$ cat src/verilog/rtc_pkg.sv
// Shared constants, register map and carrier types of the time-latch and interrupt block.
package rtc_pkg;

  // ****************************************************************
  // Widths and counts
  // ****************************************************************
  localparam int NUM_CNT = 8;
  localparam int ADDR_W  = 5;
  localparam int DATA_W  = 8;
  localparam int NUM_INC = 6;

  // ****************************************************************
  // Register map
  // ****************************************************************
  localparam logic [4:0] ADDR_HUND        = 5'h00;
  localparam logic [4:0] ADDR_TIME_LAST   = 5'h07;
  localparam logic [4:0] ADDR_ALARM_FIRST = 5'h08;
  localparam logic [4:0] ADDR_ALARM_LAST  = 5'h0F;
  localparam logic [4:0] ADDR_FLAGS       = 5'h10;
  localparam logic [4:0] ADDR_CMD         = 5'h11;

  // ****************************************************************
  // Field positions
  // ****************************************************************
  localparam int IDX_HUND       = 0;
  localparam int FLAG_ALARM     = 0;
  localparam int FLAG_ANY       = 7;
  localparam int SEL_FIRST      = 1;
  localparam int SEL_LAST       = 6;
  localparam int ALARM_MASK_BIT = 7;

  // ****************************************************************
  // Reset values
  // ****************************************************************
  localparam logic [7:0] MASK_RESET  = 8'h00;
  localparam logic [7:0] CMD_RESET   = 8'h00;
  localparam logic [7:0] FLAGS_RESET = 8'h00;
  localparam logic [7:0] BYTE_ZERO   = 8'h00;

  // ****************************************************************
  // Carrier types
  // ****************************************************************
  typedef logic [7:0] byte_t;
  typedef byte_t [NUM_CNT-1:0] bank_t;

  typedef struct packed {
    logic       ale;
    logic       cs_n;
    logic       rd_n;
    logic       wr_n;
    logic [4:0] addr;
    logic [7:0] data;
  } bus_pins_t;

  typedef struct packed {
    logic [1:0] spare;
    logic       test;
    logic       gie;
    logic       run;
    logic       fmt24;
    logic [1:0] freq;
  } cmd_t;

  typedef struct packed {
    logic       stb;
    logic [2:0] idx;
    logic [7:0] data;
  } counter_set_t;

  localparam bus_pins_t IDLE_PINS = '{ale: 1'b1, cs_n: 1'b1, rd_n: 1'b1, wr_n: 1'b1,
                                      addr: 5'h00, data: 8'h00};

endpackage

$ cat src/verilog/alarm_match.sv
// Alarm comparator with per-field masking.
`timescale 1ns/10ps
`default_nettype none

module alarm_match
  import rtc_pkg::*;
(
  input  wire logic  clk,
  input  wire logic  rst_n,
  input  wire bank_t time_now,
  input  wire bank_t alarm,
  output logic       match
);

  logic [NUM_CNT-1:0] field_ok;
  logic [NUM_CNT-1:0] mask_bits;

  // ****************************************************************
  // Field compare
  // ****************************************************************
  genvar g;
  generate
    for (g = 0; g < NUM_CNT; g++) begin : g_field
      assign mask_bits[g] = alarm[g][ALARM_MASK_BIT];
      if (g == IDX_HUND) begin : g_hund
        // A masked hundredths field compares against zero, not against anything.
        assign field_ok[g] = alarm[g][ALARM_MASK_BIT] ? (time_now[g][6:0] == 7'h00) :
                             (time_now[g][6:0] == alarm[g][6:0]);
      end else begin : g_other
        assign field_ok[g] = alarm[g][ALARM_MASK_BIT] |
                             (time_now[g][6:0] == alarm[g][6:0]);
      end
    end
  endgenerate

  assign match = &field_ok;

  // ****************************************************************
  // Checks
  // ****************************************************************
  a_hund_as_zero: assert property (@(posedge clk) disable iff (!rst_n)
    (alarm[IDX_HUND][ALARM_MASK_BIT] && match) |-> (time_now[IDX_HUND][6:0] == 7'h00))
    else $error("masked hundredths alarm matched a nonzero count");

  a_masked_ignored: assert property (@(posedge clk) disable iff (!rst_n)
    ((&mask_bits) && (time_now[IDX_HUND][6:0] == 7'h00)) |-> match)
    else $error("masked alarm field still blocked the match");

endmodule

`default_nettype wire

$ cat src/verilog/rtc_latch_irq.sv
// Bus slave, time snapshot latches, status flags and interrupt logic of the clock.
`timescale 1ns/10ps
`default_nettype none

// Contract
// - Reading hundredths copies the seven higher counters into latches; host reads it first.
// - Hundredths read data comes live from the counter, never from a latch.
// - Latched values hold until the next hundredths read.
// - Alarm locations read back their stored contents, untouched by snapshots.
// - Invalid backup supply blocks all bus reads and writes; timekeeping goes on.
// - Status flags every counter increment since the last read, regardless of masks.
// - Each status read clears all status bits after the data is delivered.
// - Status top bit is set when an interrupt was raised since the last read.
// - An alarm-caused interrupt also sets status bit zero.
// - A status read releases the interrupt output transistor.
// - Periodic interrupt needs global enable and at least one periodic select bit.
// - Periodic interrupt fires on each increment of a selected counter.
// - Alarm interrupt needs global enable and the alarm enable bit.
// - With both enables set, each alarm match sets status bits zero and seven and turns the transistor on.
// - Masked alarm fields above hundredths are left out of the comparison.
// - A masked hundredths alarm field behaves as if programmed to zero.
// - Writing 10H loads the mask; 00H disables all; reading 10H returns status.
// - Location 11H holds frequency select, global enable, run/stop and test bits.
// - Mask value 08H enables only the one-second periodic interrupt.
module rtc_latch_irq
  import rtc_pkg::*;
(
  input  wire logic               clk,
  input  wire logic               rstn,
  input  wire bus_pins_t          bus_in,
  input  wire logic               backup_supply_pin,
  input  wire bank_t              time_now,
  input  wire logic [NUM_INC-1:0] counter_inc,
  output logic [DATA_W-1:0]       data_out,
  output logic                    data_oe,
  output logic                    irq_out,
  output logic                    irq_oe,
  output counter_set_t            counter_set,
  output cmd_t                    command
);

  // ****************************************************************
  // State
  // ****************************************************************
  typedef struct packed {
    bus_pins_t    s1;
    bus_pins_t    s2;
    logic         bk1;
    logic         bk2;
    logic [4:0]   addr_q;
    logic         cs_q;
    logic         rd_prev;
    logic         wr_prev;
    logic [4:0]   rd_addr;
    logic [4:0]   wr_addr;
    byte_t        wdata;
    bank_t        latch;
    bank_t        alarm;
    byte_t        mask;
    cmd_t         cmd;
    byte_t        flags;
    logic         irq_on;
    logic         match_q;
    byte_t        dout;
    logic         doe;
    counter_set_t set;
  } state_t;

  state_t     s;
  state_t     next_s;
  logic [1:0] rst_q;
  logic       rst_sync;
  logic       match;

  logic       io_ok;
  logic       cur_cs;
  logic [4:0] cur_addr;
  logic       rd_lvl;
  logic       wr_lvl;
  logic       rd_start;
  logic       rd_end;
  logic       wr_end;
  logic       flags_clr;
  logic       alarm_hit;
  logic       periodic_fire;
  logic       alarm_fire;
  logic       any_fire;

  // ****************************************************************
  // Read decode
  // ****************************************************************
  function automatic byte_t read_mux(input logic [4:0] a, input bank_t now, input bank_t lat,
                                     input bank_t alm, input byte_t flg, input cmd_t c);
    byte_t r;
    r = BYTE_ZERO;
    if (a == ADDR_HUND) begin
      r = now[IDX_HUND];
    end else if (a <= ADDR_TIME_LAST) begin
      r = lat[a[2:0]];
    end else if (a <= ADDR_ALARM_LAST) begin
      r = alm[a[2:0]];
    end else if (a == ADDR_FLAGS) begin
      r = flg;
    end else if (a == ADDR_CMD) begin
      r = c;
    end
    return r;
  endfunction

  // ****************************************************************
  // Reset release
  // ****************************************************************
  always_ff @(posedge clk or negedge rstn) begin
    if (!rstn) begin
      rst_q <= 2'h0;
    end else begin
      rst_q <= {rst_q[0], 1'b1};
    end
  end

  assign rst_sync = rst_q[1];

  // ****************************************************************
  // Alarm comparator
  // ****************************************************************
  alarm_match u_alarm (
    .clk      (clk),
    .rst_n    (rst_sync),
    .time_now (time_now),
    .alarm    (s.alarm),
    .match    (match)
  );

  // ****************************************************************
  // Next state
  // ****************************************************************
  always_comb begin
    next_s = s;
    next_s.s1 = bus_in;
    next_s.s2 = s.s1;
    next_s.bk1 = backup_supply_pin;
    next_s.bk2 = s.bk1;
    next_s.set.stb = 1'b0;

    // With ALE tied high the address latch is transparent.
    io_ok = s.bk2;
    cur_cs = s.s2.ale ? !s.s2.cs_n : s.cs_q;
    cur_addr = s.s2.ale ? s.s2.addr : s.addr_q;
    if (s.s2.ale) begin
      next_s.addr_q = s.s2.addr;
      next_s.cs_q = !s.s2.cs_n;
    end

    rd_lvl = cur_cs && !s.s2.rd_n && io_ok;
    wr_lvl = cur_cs && !s.s2.wr_n && io_ok;
    rd_start = rd_lvl && !s.rd_prev;
    rd_end = s.rd_prev && !rd_lvl && io_ok;
    wr_end = s.wr_prev && !wr_lvl && io_ok;
    next_s.rd_prev = rd_lvl;
    next_s.wr_prev = wr_lvl;
    next_s.doe = rd_lvl;

    // Read path: address is frozen at the start so a wandering bus cannot move it.
    if (rd_start) begin
      next_s.rd_addr = cur_addr;
    end
    if (rd_lvl) begin
      next_s.dout = read_mux(rd_start ? cur_addr : s.rd_addr, time_now, s.latch,
                             s.alarm, s.flags, s.cmd);
    end
    if (rd_start && cur_addr == ADDR_HUND) begin
      for (int i = 1; i < NUM_CNT; i++) begin
        next_s.latch[i] = time_now[i];
      end
    end

    // Write path: data is taken at the trailing edge of the strobe.
    if (wr_lvl) begin
      next_s.wr_addr = cur_addr;
      next_s.wdata = s.s2.data;
    end
    if (wr_end) begin
      if (s.wr_addr <= ADDR_TIME_LAST) begin
        next_s.set.stb = 1'b1;
        next_s.set.idx = s.wr_addr[2:0];
        next_s.set.data = s.wdata;
      end else if (s.wr_addr <= ADDR_ALARM_LAST) begin
        next_s.alarm[s.wr_addr[2:0]] = s.wdata;
      end else if (s.wr_addr == ADDR_FLAGS) begin
        next_s.mask = s.wdata;
      end else if (s.wr_addr == ADDR_CMD) begin
        next_s.cmd = cmd_t'(s.wdata);
      end
    end

    // Events and interrupt.
    flags_clr = rd_end && (s.rd_addr == ADDR_FLAGS);
    alarm_hit = match && !s.match_q;
    next_s.match_q = match;
    periodic_fire = s.cmd.gie && |(s.mask[SEL_LAST:SEL_FIRST] & counter_inc);
    alarm_fire = s.cmd.gie && s.mask[FLAG_ALARM] && alarm_hit;
    any_fire = periodic_fire || alarm_fire;

    // The clear is applied first so an event in the same cycle still sets its bit.
    next_s.flags = flags_clr ? FLAGS_RESET : s.flags;
    next_s.flags[SEL_LAST:SEL_FIRST] = next_s.flags[SEL_LAST:SEL_FIRST] | counter_inc;
    next_s.flags[FLAG_ALARM] = next_s.flags[FLAG_ALARM] | alarm_fire;
    next_s.flags[FLAG_ANY] = next_s.flags[FLAG_ANY] | any_fire;
    next_s.irq_on = (flags_clr ? 1'b0 : s.irq_on) | any_fire;
  end

  // ****************************************************************
  // Registers
  // ****************************************************************
  always_ff @(posedge clk or negedge rst_sync) begin
    if (!rst_sync) begin
      s <= '0;
      s.s1 <= IDLE_PINS;
      s.s2 <= IDLE_PINS;
      s.rd_addr <= ADDR_HUND;
      s.mask <= MASK_RESET;
      s.cmd <= cmd_t'(CMD_RESET);
      s.flags <= FLAGS_RESET;
    end else begin
      s <= next_s;
    end
  end

  // ****************************************************************
  // Outputs
  // ****************************************************************
  assign data_out = s.dout;
  assign data_oe = s.doe;
  // Open drain: the pad only ever pulls low.
  assign irq_out = 1'b0;
  assign irq_oe = s.irq_on;
  assign counter_set = s.set;
  assign command = s.cmd;

  // ****************************************************************
  // Checks
  // ****************************************************************
  a_snapshot_copy: assert property (@(posedge clk) disable iff (!rst_sync)
    (rd_start && cur_addr == ADDR_HUND) |=> (s.latch[1] == $past(time_now[1])) &&
                                           (s.latch[7] == $past(time_now[7])))
    else $error("hundredths read did not snapshot the higher counters");

  a_hund_live: assert property (@(posedge clk) disable iff (!rst_sync)
    (rd_lvl && !rd_start && s.rd_addr == ADDR_HUND) |=> s.dout == $past(time_now[IDX_HUND]))
    else $error("hundredths read data is not live");

  a_latch_stable: assert property (@(posedge clk) disable iff (!rst_sync)
    !(rd_start && cur_addr == ADDR_HUND) |=> $stable(s.latch))
    else $error("latched time changed without a hundredths read");

  a_alarm_direct: assert property (@(posedge clk) disable iff (!rst_sync)
    (rd_lvl && !rd_start && s.rd_addr == ADDR_ALARM_FIRST) |=> s.dout == $past(s.alarm[0]))
    else $error("alarm location did not read its stored value");

  a_io_blocked: assert property (@(posedge clk) disable iff (!rst_sync)
    !s.bk2 |=> !s.doe && !s.set.stb && $stable(s.mask) && $stable(s.alarm))
    else $error("bus access took effect with backup supply invalid");

  a_inc_flagged: assert property (@(posedge clk) disable iff (!rst_sync)
    counter_inc[2] |=> s.flags[3])
    else $error("seconds increment not flagged in status");

  a_status_clear: assert property (@(posedge clk) disable iff (!rst_sync)
    (flags_clr && counter_inc == 6'h00 && !alarm_fire) |=> s.flags == FLAGS_RESET)
    else $error("status not cleared after its read");

  a_irq_summary: assert property (@(posedge clk) disable iff (!rst_sync)
    s.irq_on |-> s.flags[FLAG_ANY])
    else $error("interrupt on without summary flag");

  a_alarm_irq: assert property (@(posedge clk) disable iff (!rst_sync)
    alarm_fire |=> s.flags[FLAG_ALARM] && s.flags[FLAG_ANY] && s.irq_on)
    else $error("alarm match did not set flags and interrupt");

  a_irq_release: assert property (@(posedge clk) disable iff (!rst_sync)
    (flags_clr && !any_fire) |=> !irq_oe)
    else $error("status read did not release the interrupt");

  a_irq_gated: assert property (@(posedge clk) disable iff (!rst_sync)
    $rose(s.irq_on) |-> $past(s.cmd.gie) && ($past(s.mask) != MASK_RESET))
    else $error("interrupt raised while its sources were disabled");

  a_second_fire: assert property (@(posedge clk) disable iff (!rst_sync)
    (s.cmd.gie && s.mask[3] && counter_inc[2]) |=> s.irq_on ##0 s.flags[FLAG_ANY])
    else $error("selected counter increment did not interrupt");

  a_mask_write: assert property (@(posedge clk) disable iff (!rst_sync)
    (wr_end && s.wr_addr == ADDR_FLAGS) |=> s.mask == $past(s.wdata))
    else $error("write to 10H did not load the mask");

endmodule

`default_nettype wire

$ cat config.mk
export PLATFORM = sky130hd
export DESIGN_NAME = rtc_latch_irq
export DESIGN_NICKNAME = d
export VERILOG_FILES = /design/src/verilog/rtc_pkg.sv /design/src/verilog/alarm_match.sv /design/src/verilog/rtc_latch_irq.sv
export SDC_FILE = /design/constraint.sdc
export NUM_CORES = 1
export LEC_CHECK = 0
export BUFFER_PORTS_ARGS = -buffer_cell sky130_fd_sc_hd__buf_2
export CAP_MARGIN = 5
export CORE_AREA = 2 2 146 148
export DETAILED_ROUTE_END_ITERATION = 16
export DIE_AREA = 0 0 148 150
export PLACE_DENSITY = 0.71
export SKIP_LAST_GASP = 1
export SLEW_MARGIN = 20
export SYNTH_ARGS = -nofsm -noshare
export SYNTH_HDL_FRONTEND = slang
export SYNTH_SLANG_ARGS = --single-unit
$ cat constraint.sdc
create_clock -name clk -period 11.4 [get_ports clk]
set_input_delay 1.71 -clock clk [delete_from_list [all_inputs] [get_ports clk]]
set_output_delay 1.71 -clock clk [all_outputs]
set_load 0.01 [all_outputs]
==> impl_metrics.json, run 1 <==
{
  "status": "finished, final reports clean",
  "powerDensity_nw_per_um2": 192.9,
  "ctsHoldBuffers": 0,
  "avgSynthCellArea_um2": 13.11,
  "drc_errors": 0,
  "routed_wl_um": 25770,
  "wire_per_inst_um": 21.95,
  "grt_pass1_wl_um": 39030,
  "grt_max_degree": 83,
  "min_path_type": "reg -> reg",
  "num_io_pins": 121,
  "ys_ff_latch": 229,
  "cap_viol_max_count": 0,
  "synth_cells": 795,
  "yosys.area.top_type_share_pct": 53.05,
  "critical_path.max_stage_delay_ns": 0.75,
  "vdd_drop_max_mv": 0.1155,
  "viasPerCell": 5.621,
  "hold_path_depth": 0,
  "min_to": "s[204]",
  "syn_area_um2": 10420,
  "cts_num_sinks": 229,
  "post-place-cells": 1130,
  "cp.arrival_ns": 4.21,
  "initial_core_util_pct": 50.39,
  "clk_latency_ns": 0.52,
  "synth_area_leaders": "dfrtp_1 53%, mux2_2 18%, mux2i_1 6.3%",
  "crit_path_end_kind": "flop",
  "layout.cells.non_filler": 1174,
  "core_area_um2": 20690,
  "die_h_um": 150,
  "synth_top_cell_by_area": "dfrtp_1",
  "cp-start-kind": "flop",
  "synth_top_family_by_area": "multiplexers",
  "reg2regPathDepth": 9,
  "tightest_slew_ns": 1.059,
  "path_buf_inv": 2,
  "worstPathRequired_ns": 11.78,
  "dieArea_um2": 22200,
  "maxSlewHeadroom_pct": 29.42,
  "async_flop_share_pct": 100.0,
  "fmax_mhz": 261.0,
  "grt_remaining_overflow": 0,
  "critPathSlowestCell": "nor2_1",
  "synth_compound_area_share_pct": 5.809,
  "cts_max_path_buffers": 3,
  "grt_pass1_vias": 6650,
  "ys.flop_type": "dfrtp_1",
  "rsz0062_at_grt": "false",
  "grt.total_usage_pct": 23.35,
  "critPathKind": "reg -> reg",
  "area_growth_pct": 13.25,
  "critical_path.cell_chain": "or2_1 -> and4_1 -> mux2i_1 -> buf_4 -> inv_1 -> nor2_1 -> a22oi_1 -> a21oi_1 -> o31ai_1",
  "setup_viol": 0,
  "design_area_um2": 11810,
  "drtIter0Drc": 440,
  "clkTransAtPathRegs_ns": 0.06,
  "num-fill-cells": 1740,
  "vias": 6599,
  "antenna_found_initial": 1,
  "slew_viol_final": 0,
  "place_congestion": 0.8945,
  "post-dp-hpwl_um": 18410,
  "floorplan.rows": 53,
  "yosys.area_share.simple_pct": 5.257,
  "min_period_ns": 3.831,
  "first_pass_iters": 5,
  "root_buffer": "clkbuf_16",
  "cts-resized-gates": 0,
  "place_area_um2": 11010,
  "port_buffers": 119,
  "yosys_warnings": 0,
  "die_w_um": 148,
  "synth-adder-area-share_pct": 0,
  "final_layout_size_suffix_gt1_share_pct": 38.75,
  "yosysUniqueCellTypes": 47,
  "r2r-end": "data_out[5]",
  "htreeDepth": 1,
  "r2r_slack_ns": 7.57,
  "synth_edf_count": 0,
  "p_leak_nw": 5.660,
  "finalHoldViolations": 0,
  "yosys.area_share.xor_xnor_pct": 4.705,
  "cts_tree": "yes",
  "hold_start": "next_s[204]",
  "ys_seq_area_share_pct": 55.06,
  "cts_buffers": 25,
  "crit_family": "simple AND/OR/NAND/NOR gates",
  "finalSetupTns_ns": 0,
  "syn-num-nets": 885,
  "fin_crit_sh_pct": 33.60,
  "drtAntennaViolNets": 0,
  "skew_ns": 0.01395,
  "final_net_count": 972,
  "postCtsSetupBuffers": 0,
  "worstReg2RegStart": "s[219]",
  "worst_hold_slack_ns": 0.3458,
  "synth_mux_area_share_pct": 24.72,
  "critPathMaxFanout": 12
}
-- flip-flops by register name, indices dropped and copies added, names as in the netlist --
signal       count
data_out         8
counter_set     12
rst_q            2
irq_oe           1
next_s          18
data_oe          1
io_ok            1
command          8
s              178
-- area by class of cell --
type / instances / area, um2 / share of cell area (%)
clock buffers: 35 / 713.2 / 6.041
flip-flops and latches: 229 / 5744 / 48.65
repair buffers: 127 / 659.4 / 5.585
inverters: 9 / 33.78 / 0.2861
multi-input cells: 490 / 4237 / 35.88
clock inverters: 8 / 72.57 / 0.6147
diodes: 1 / 2.502 / 0.02120
well taps: 275 / 344.1 / 2.914
-- synthesized netlist by cell type (all sizes together) (2+ instances only) --
cell	count
xor2	26
nand3	11
dfstp	8
buf	48
and2	2
o21ai	18
nor2b	3
a21oi	21
and3	4
mux2	167
a31oi	5
inv	9
nand2b	3
a22oi	17
mux2i	68
nor3	7
nor4	10
o22a	4
dfrtp	221
nand4	6
clkbuf	19
nor3b	3
nand3b	3
a221oi	3
nor4b	2
xnor2	30
a21o	6
nand2	25
o22ai	6
nor2	21
o31ai	4
conb	2
and4	2
a41oi	5
-- cell families (layout without fill, tap and decap cells) --
kind of cell / Yosys count / count (layout)
and+or+nand+nor: 104 / 104
other: 2 / 3
buffers and inverters: 76 / 179
muxes: 235 / 235
DFF: 229 / 229
xor gates and xnor gates: 56 / 56
AOI/OAI and AO/OA: 93 / 93
-- power by group --
group	internal [mW]	switching [mW]
clock	0.457	0.318
sequential	0.929	0.129
combinational	0.211	0.234
total	1.60	0.681
-- worst reg2reg max path, stage by stage, from the launching register on --
cell     delay [ns]
dfstp_2        0.63
or2_1          0.19
and4_1         0.58
mux2i_1        0.31
buf_4          0.24
inv_1          0.31
nor2_1         0.75
a22oi_1        0.26
a21oi_1        0.32
o31ai_1        0.12
-- how the worst max path moves through the flow --
stage	from	end	slack, ns	cells after the start
after floorplan	rst_q[1]	command[0]	4.56	0
after global placement	s[219]	data_out[5]	7.66	9
after detailed placement	time_now[30]	irq_oe	7.64	8
after CTS	s[219]	data_out[5]	7.67	9
after global routing	s[219]	data_out[4]	7.35	9
final	s[219]	data_out[5]	7.57	9
-- stage by stage --
step	setup slack, ns	power, mW	utilization [%]
6_report	7.569	2.277	57.06
5_1_grt	7.355	2.381	57.06
4_1_cts	7.668	2.288	57.03
3_5_place_dp	7.642	1.514	53.24
3_3_place_gp	7.655	1.505	53.24
2_1_floorplan	4.560	1.372	-
-- metal layers --
metal	up-vias	GRT usage [%]	wire length, um
li1	2996	-	-
met1	3346	32.47	11100
met2	214	38.47	12590
met3	43	3.811	1479
met4	0	6.048	597
met5	-	0	0
-- cell usage in the layout, fill, tap and decap left out, types with 11 or more instances in the layout --
cell	Yosys	routed
a22oi_1	17	17
nor2_1	21	21
mux2i_1	66	66
nand3_1	11	11
xnor2_1	30	30
buf_2	7	119
o21ai_0	18	18
xor2_1	26	26
clkbuf_16	0	25
nand2_1	25	25
mux2_2	167	167
a21oi_1	21	21
dfrtp_1	221	220
No activity file was read; power rests on OpenSTA's default activity.
==> inputs of run 2 (changes only) <==
Settings changed: PLACE_DENSITY 0.71 to 0.73.
Clock period 11.4 ns to 3.5 ns, I/O delays scaled along.
==> run 2 against run 1 <==
Against the previous run: first-iteration DRC count increased by 2.0%; highest routed layer unchanged; critical path depth unchanged; clock power increased to 3.8 times the previous value; die area unchanged; largest power group unchanged; clock skew increased by 0.0043 ns; final area increased by 2.4%; count of clock-buffer cells in the layout increased by 4; via count increased by 1.1%; sequential power increased to 3.3 times the previous value; global-route usage increased by 0.46 points.
==> impl_metrics.json, run 2 (synthesized netlist as in run 1, its figures left out) <==
{
  "final_net_count": 984,
  "root_buffer": "clkbuf_16",
  "critPathMaxFanout": 60,
  "finalSetupTns_ns": 0,
  "port_buffers": 119,
  "groute.layer.met1.usage_pct": 32.34,
  "antenna_found_initial": 1,
  "cts_max_path_buffers": 3,
  "cts_tree": "yes",
  "p_leak_nw": 5.802,
  "initial_core_util_pct": 50.39,
  "r2r_slack_ns": 0.46,
  "layout.cells.non_filler": 1190,
  "largest_reg_flops": 178,
  "layout_setup_ws_ns": 0.4611,
  "area_growth_pct": 15.96,
  "final_core_util_pct": 58.43,
  "layout_common_cells": "220 x dfrtp_1, 167 x mux2_2, 119 x buf_2",
  "post-place-cells": 1140,
  "status": "finished, final reports clean",
  "routed_wl_um": 26080,
  "skew_ns": 0.01821,
  "drc_errors": 0,
  "place_congestion": 0.9695,
  "p_seq_share_pct": 44.4,
  "grt.total_usage_pct": 23.82,
  "post-dp-hpwl_um": 19020,
  "clockPowerShare_pct": 37.2,
  "p_comb_share_pct": 18.4,
  "p_switching_mw": 2.279,
  "rsz0062_at_grt": "false",
  "postCtsSetupBuffers": 0,
  "powerDensity_nw_per_um2": 648.1,
  "viasPerCell": 5.604,
  "crit_path_end_kind": "flop",
  "first_pass_iters": 5,
  "min_path_type": "in -> reg",
  "drtIter0Drc": 449,
  "cap_viol_max_count": 0,
  "dieArea_um2": 22200,
  "grt_pass1_wl_um": 40070,
  "final_common_cell": "dfrtp_1",
  "p_int_mw": 5.556,
  "grt.met2_usage_pct": 39.84,
  "fin_crit_sh_pct": 86.83,
  "fmax_mhz": 329.1,
  "worstPathRequired_ns": 3.93,
  "grt_max_degree": 70,
  "drtAntennaViolNets": 0,
  "vdd_drop_max_mv": 0.3980,
  "place_ws_ns": 0.5046,
  "cp.arrival_ns": 3.47,
  "num_io_pins": 121,
  "switching_share_pct": 29.08,
  "setup_viol": 0,
  "cts_num_sinks": 229,
  "vias": 6669,
  "wire_per_inst_um": 21.91,
  "die_h_um": 150,
  "num-fill-cells": 1715,
  "final_layout_size_suffix_gt1_share_pct": 40.04,
  "floorplan.rows": 53,
  "cp-start-kind": "flop",
  "design_area_um2": 12090,
  "clk_latency_ns": 0.54,
  "die_w_um": 148,
  "critPathKind": "reg -> reg",
  "finalHoldViolations": 0,
  "tightest_slew_ns": 0.7538,
  "min_period_ns": 3.039,
  "grt_pass1_vias": 6857,
  "cts_buffers": 26,
  "met3_usage_pct": 3.537,
  "grt_remaining_overflow": 0,
  "top_usage_layer": "met2",
  "place_area_um2": 11130,
  "regMostFlops": "s",
  "clkTransAtPathRegs_ns": 0.06,
  "core_area_um2": 20690,
  "maxSlewHeadroom_pct": 49.56,
  "slew_viol_final": 0,
  "htreeDepth": 1
}
==> run 2: changes by cell type in the layout (fill, tap and decap cells not counted), moves of 2 or more <==
cell and delta:
buf_4 +8, clkbuf_1 -3, clkbuf_8 +6, bufinv_16 +2, clkinv_2 -2, buf_12 +3
==> run 2: worst max-delay path, stage by stage, from the launching register on <==
cell and delay (ns):
dfstp_2 0.61, or2_1 0.17, and4_1 0.42, buf_4 0.22, mux2i_4 0.26, buf_12 0.35, mux2i_1 0.15, a221oi_1 0.33
a21oi_1 0.11, o31ai_1 0.26
==> run 2: area by class of cell <==
type,instances,area (um2),area share [%]
Antenna cell,1,2.502,0.02070
Clock buffer,39,809.5,6.696
Clock inverter,9,140.1,1.159
Inverter,9,33.78,0.2794
Multi-Input combinational cell,490,4237,35.04
Sequential cell,229,5744,47.52
Tap cell,275,344.1,2.846
Timing Repair Buffer,138,778.2,6.438
==> run 2: final timing paths <==
kind	start	end	depth (start not counted)
worst min register to register	next_s[213]	s[213]	0
max in group asynchronous	rst_q[1]	s[132]	1
worst min-delay path	bus_in[14]	next_s[217]	1
worst max register to register	s[219]	data_out[4]	9
min in group asynchronous	rstn	rst_q[1]	2
worst max-delay path	s[219]	data_out[4]	9
==> run 2: power groups by stage <==
stage / clock [mW] / sequential [mW] / combinational, mW
final: 2.92 / 3.48 / 1.44
after global routing: 3.07 / 3.52 / 1.56
after CTS: 2.96 / 3.47 / 1.44
after detailed placement: 0 / 3.51 / 1.43
after global placement: 0 / 3.51 / 1.40
after floorplan: 0 / 3.29 / 1.18
==> run 2: what timing repair did <==
action                                 in CTS  in global routing
hold buffers                                1                  0
gates resized for setup                     0                  0
setup endpoints to repair                   0                  0
endpoints found under the hold margin       2                  0
==> run 2: per-layer routing <==
| metal | part of all wire (%) | up-vias | wire, um |
|---|---|---|---|
| met4 | 3.0 | 0 | 788 |
| met3 | 5.5 | 49 | 1440 |
| met2 | 49 | 218 | 12810 |
| met5 | 0 | - | 0 |
| met1 | 42 | 3378 | 11040 |
| li1 | - | 3024 | - |
==> run 2: per-stage QoR <==
step | hold slack, ns | power [mW]
after global placement | 0.3109 | 4.915
final | 0.08385 | 7.835
after CTS | 0.06680 | 7.870
after detailed placement | 0.3119 | 4.941
after global routing | 0.06949 | 8.149
after floorplan | 0.2294 | 4.465
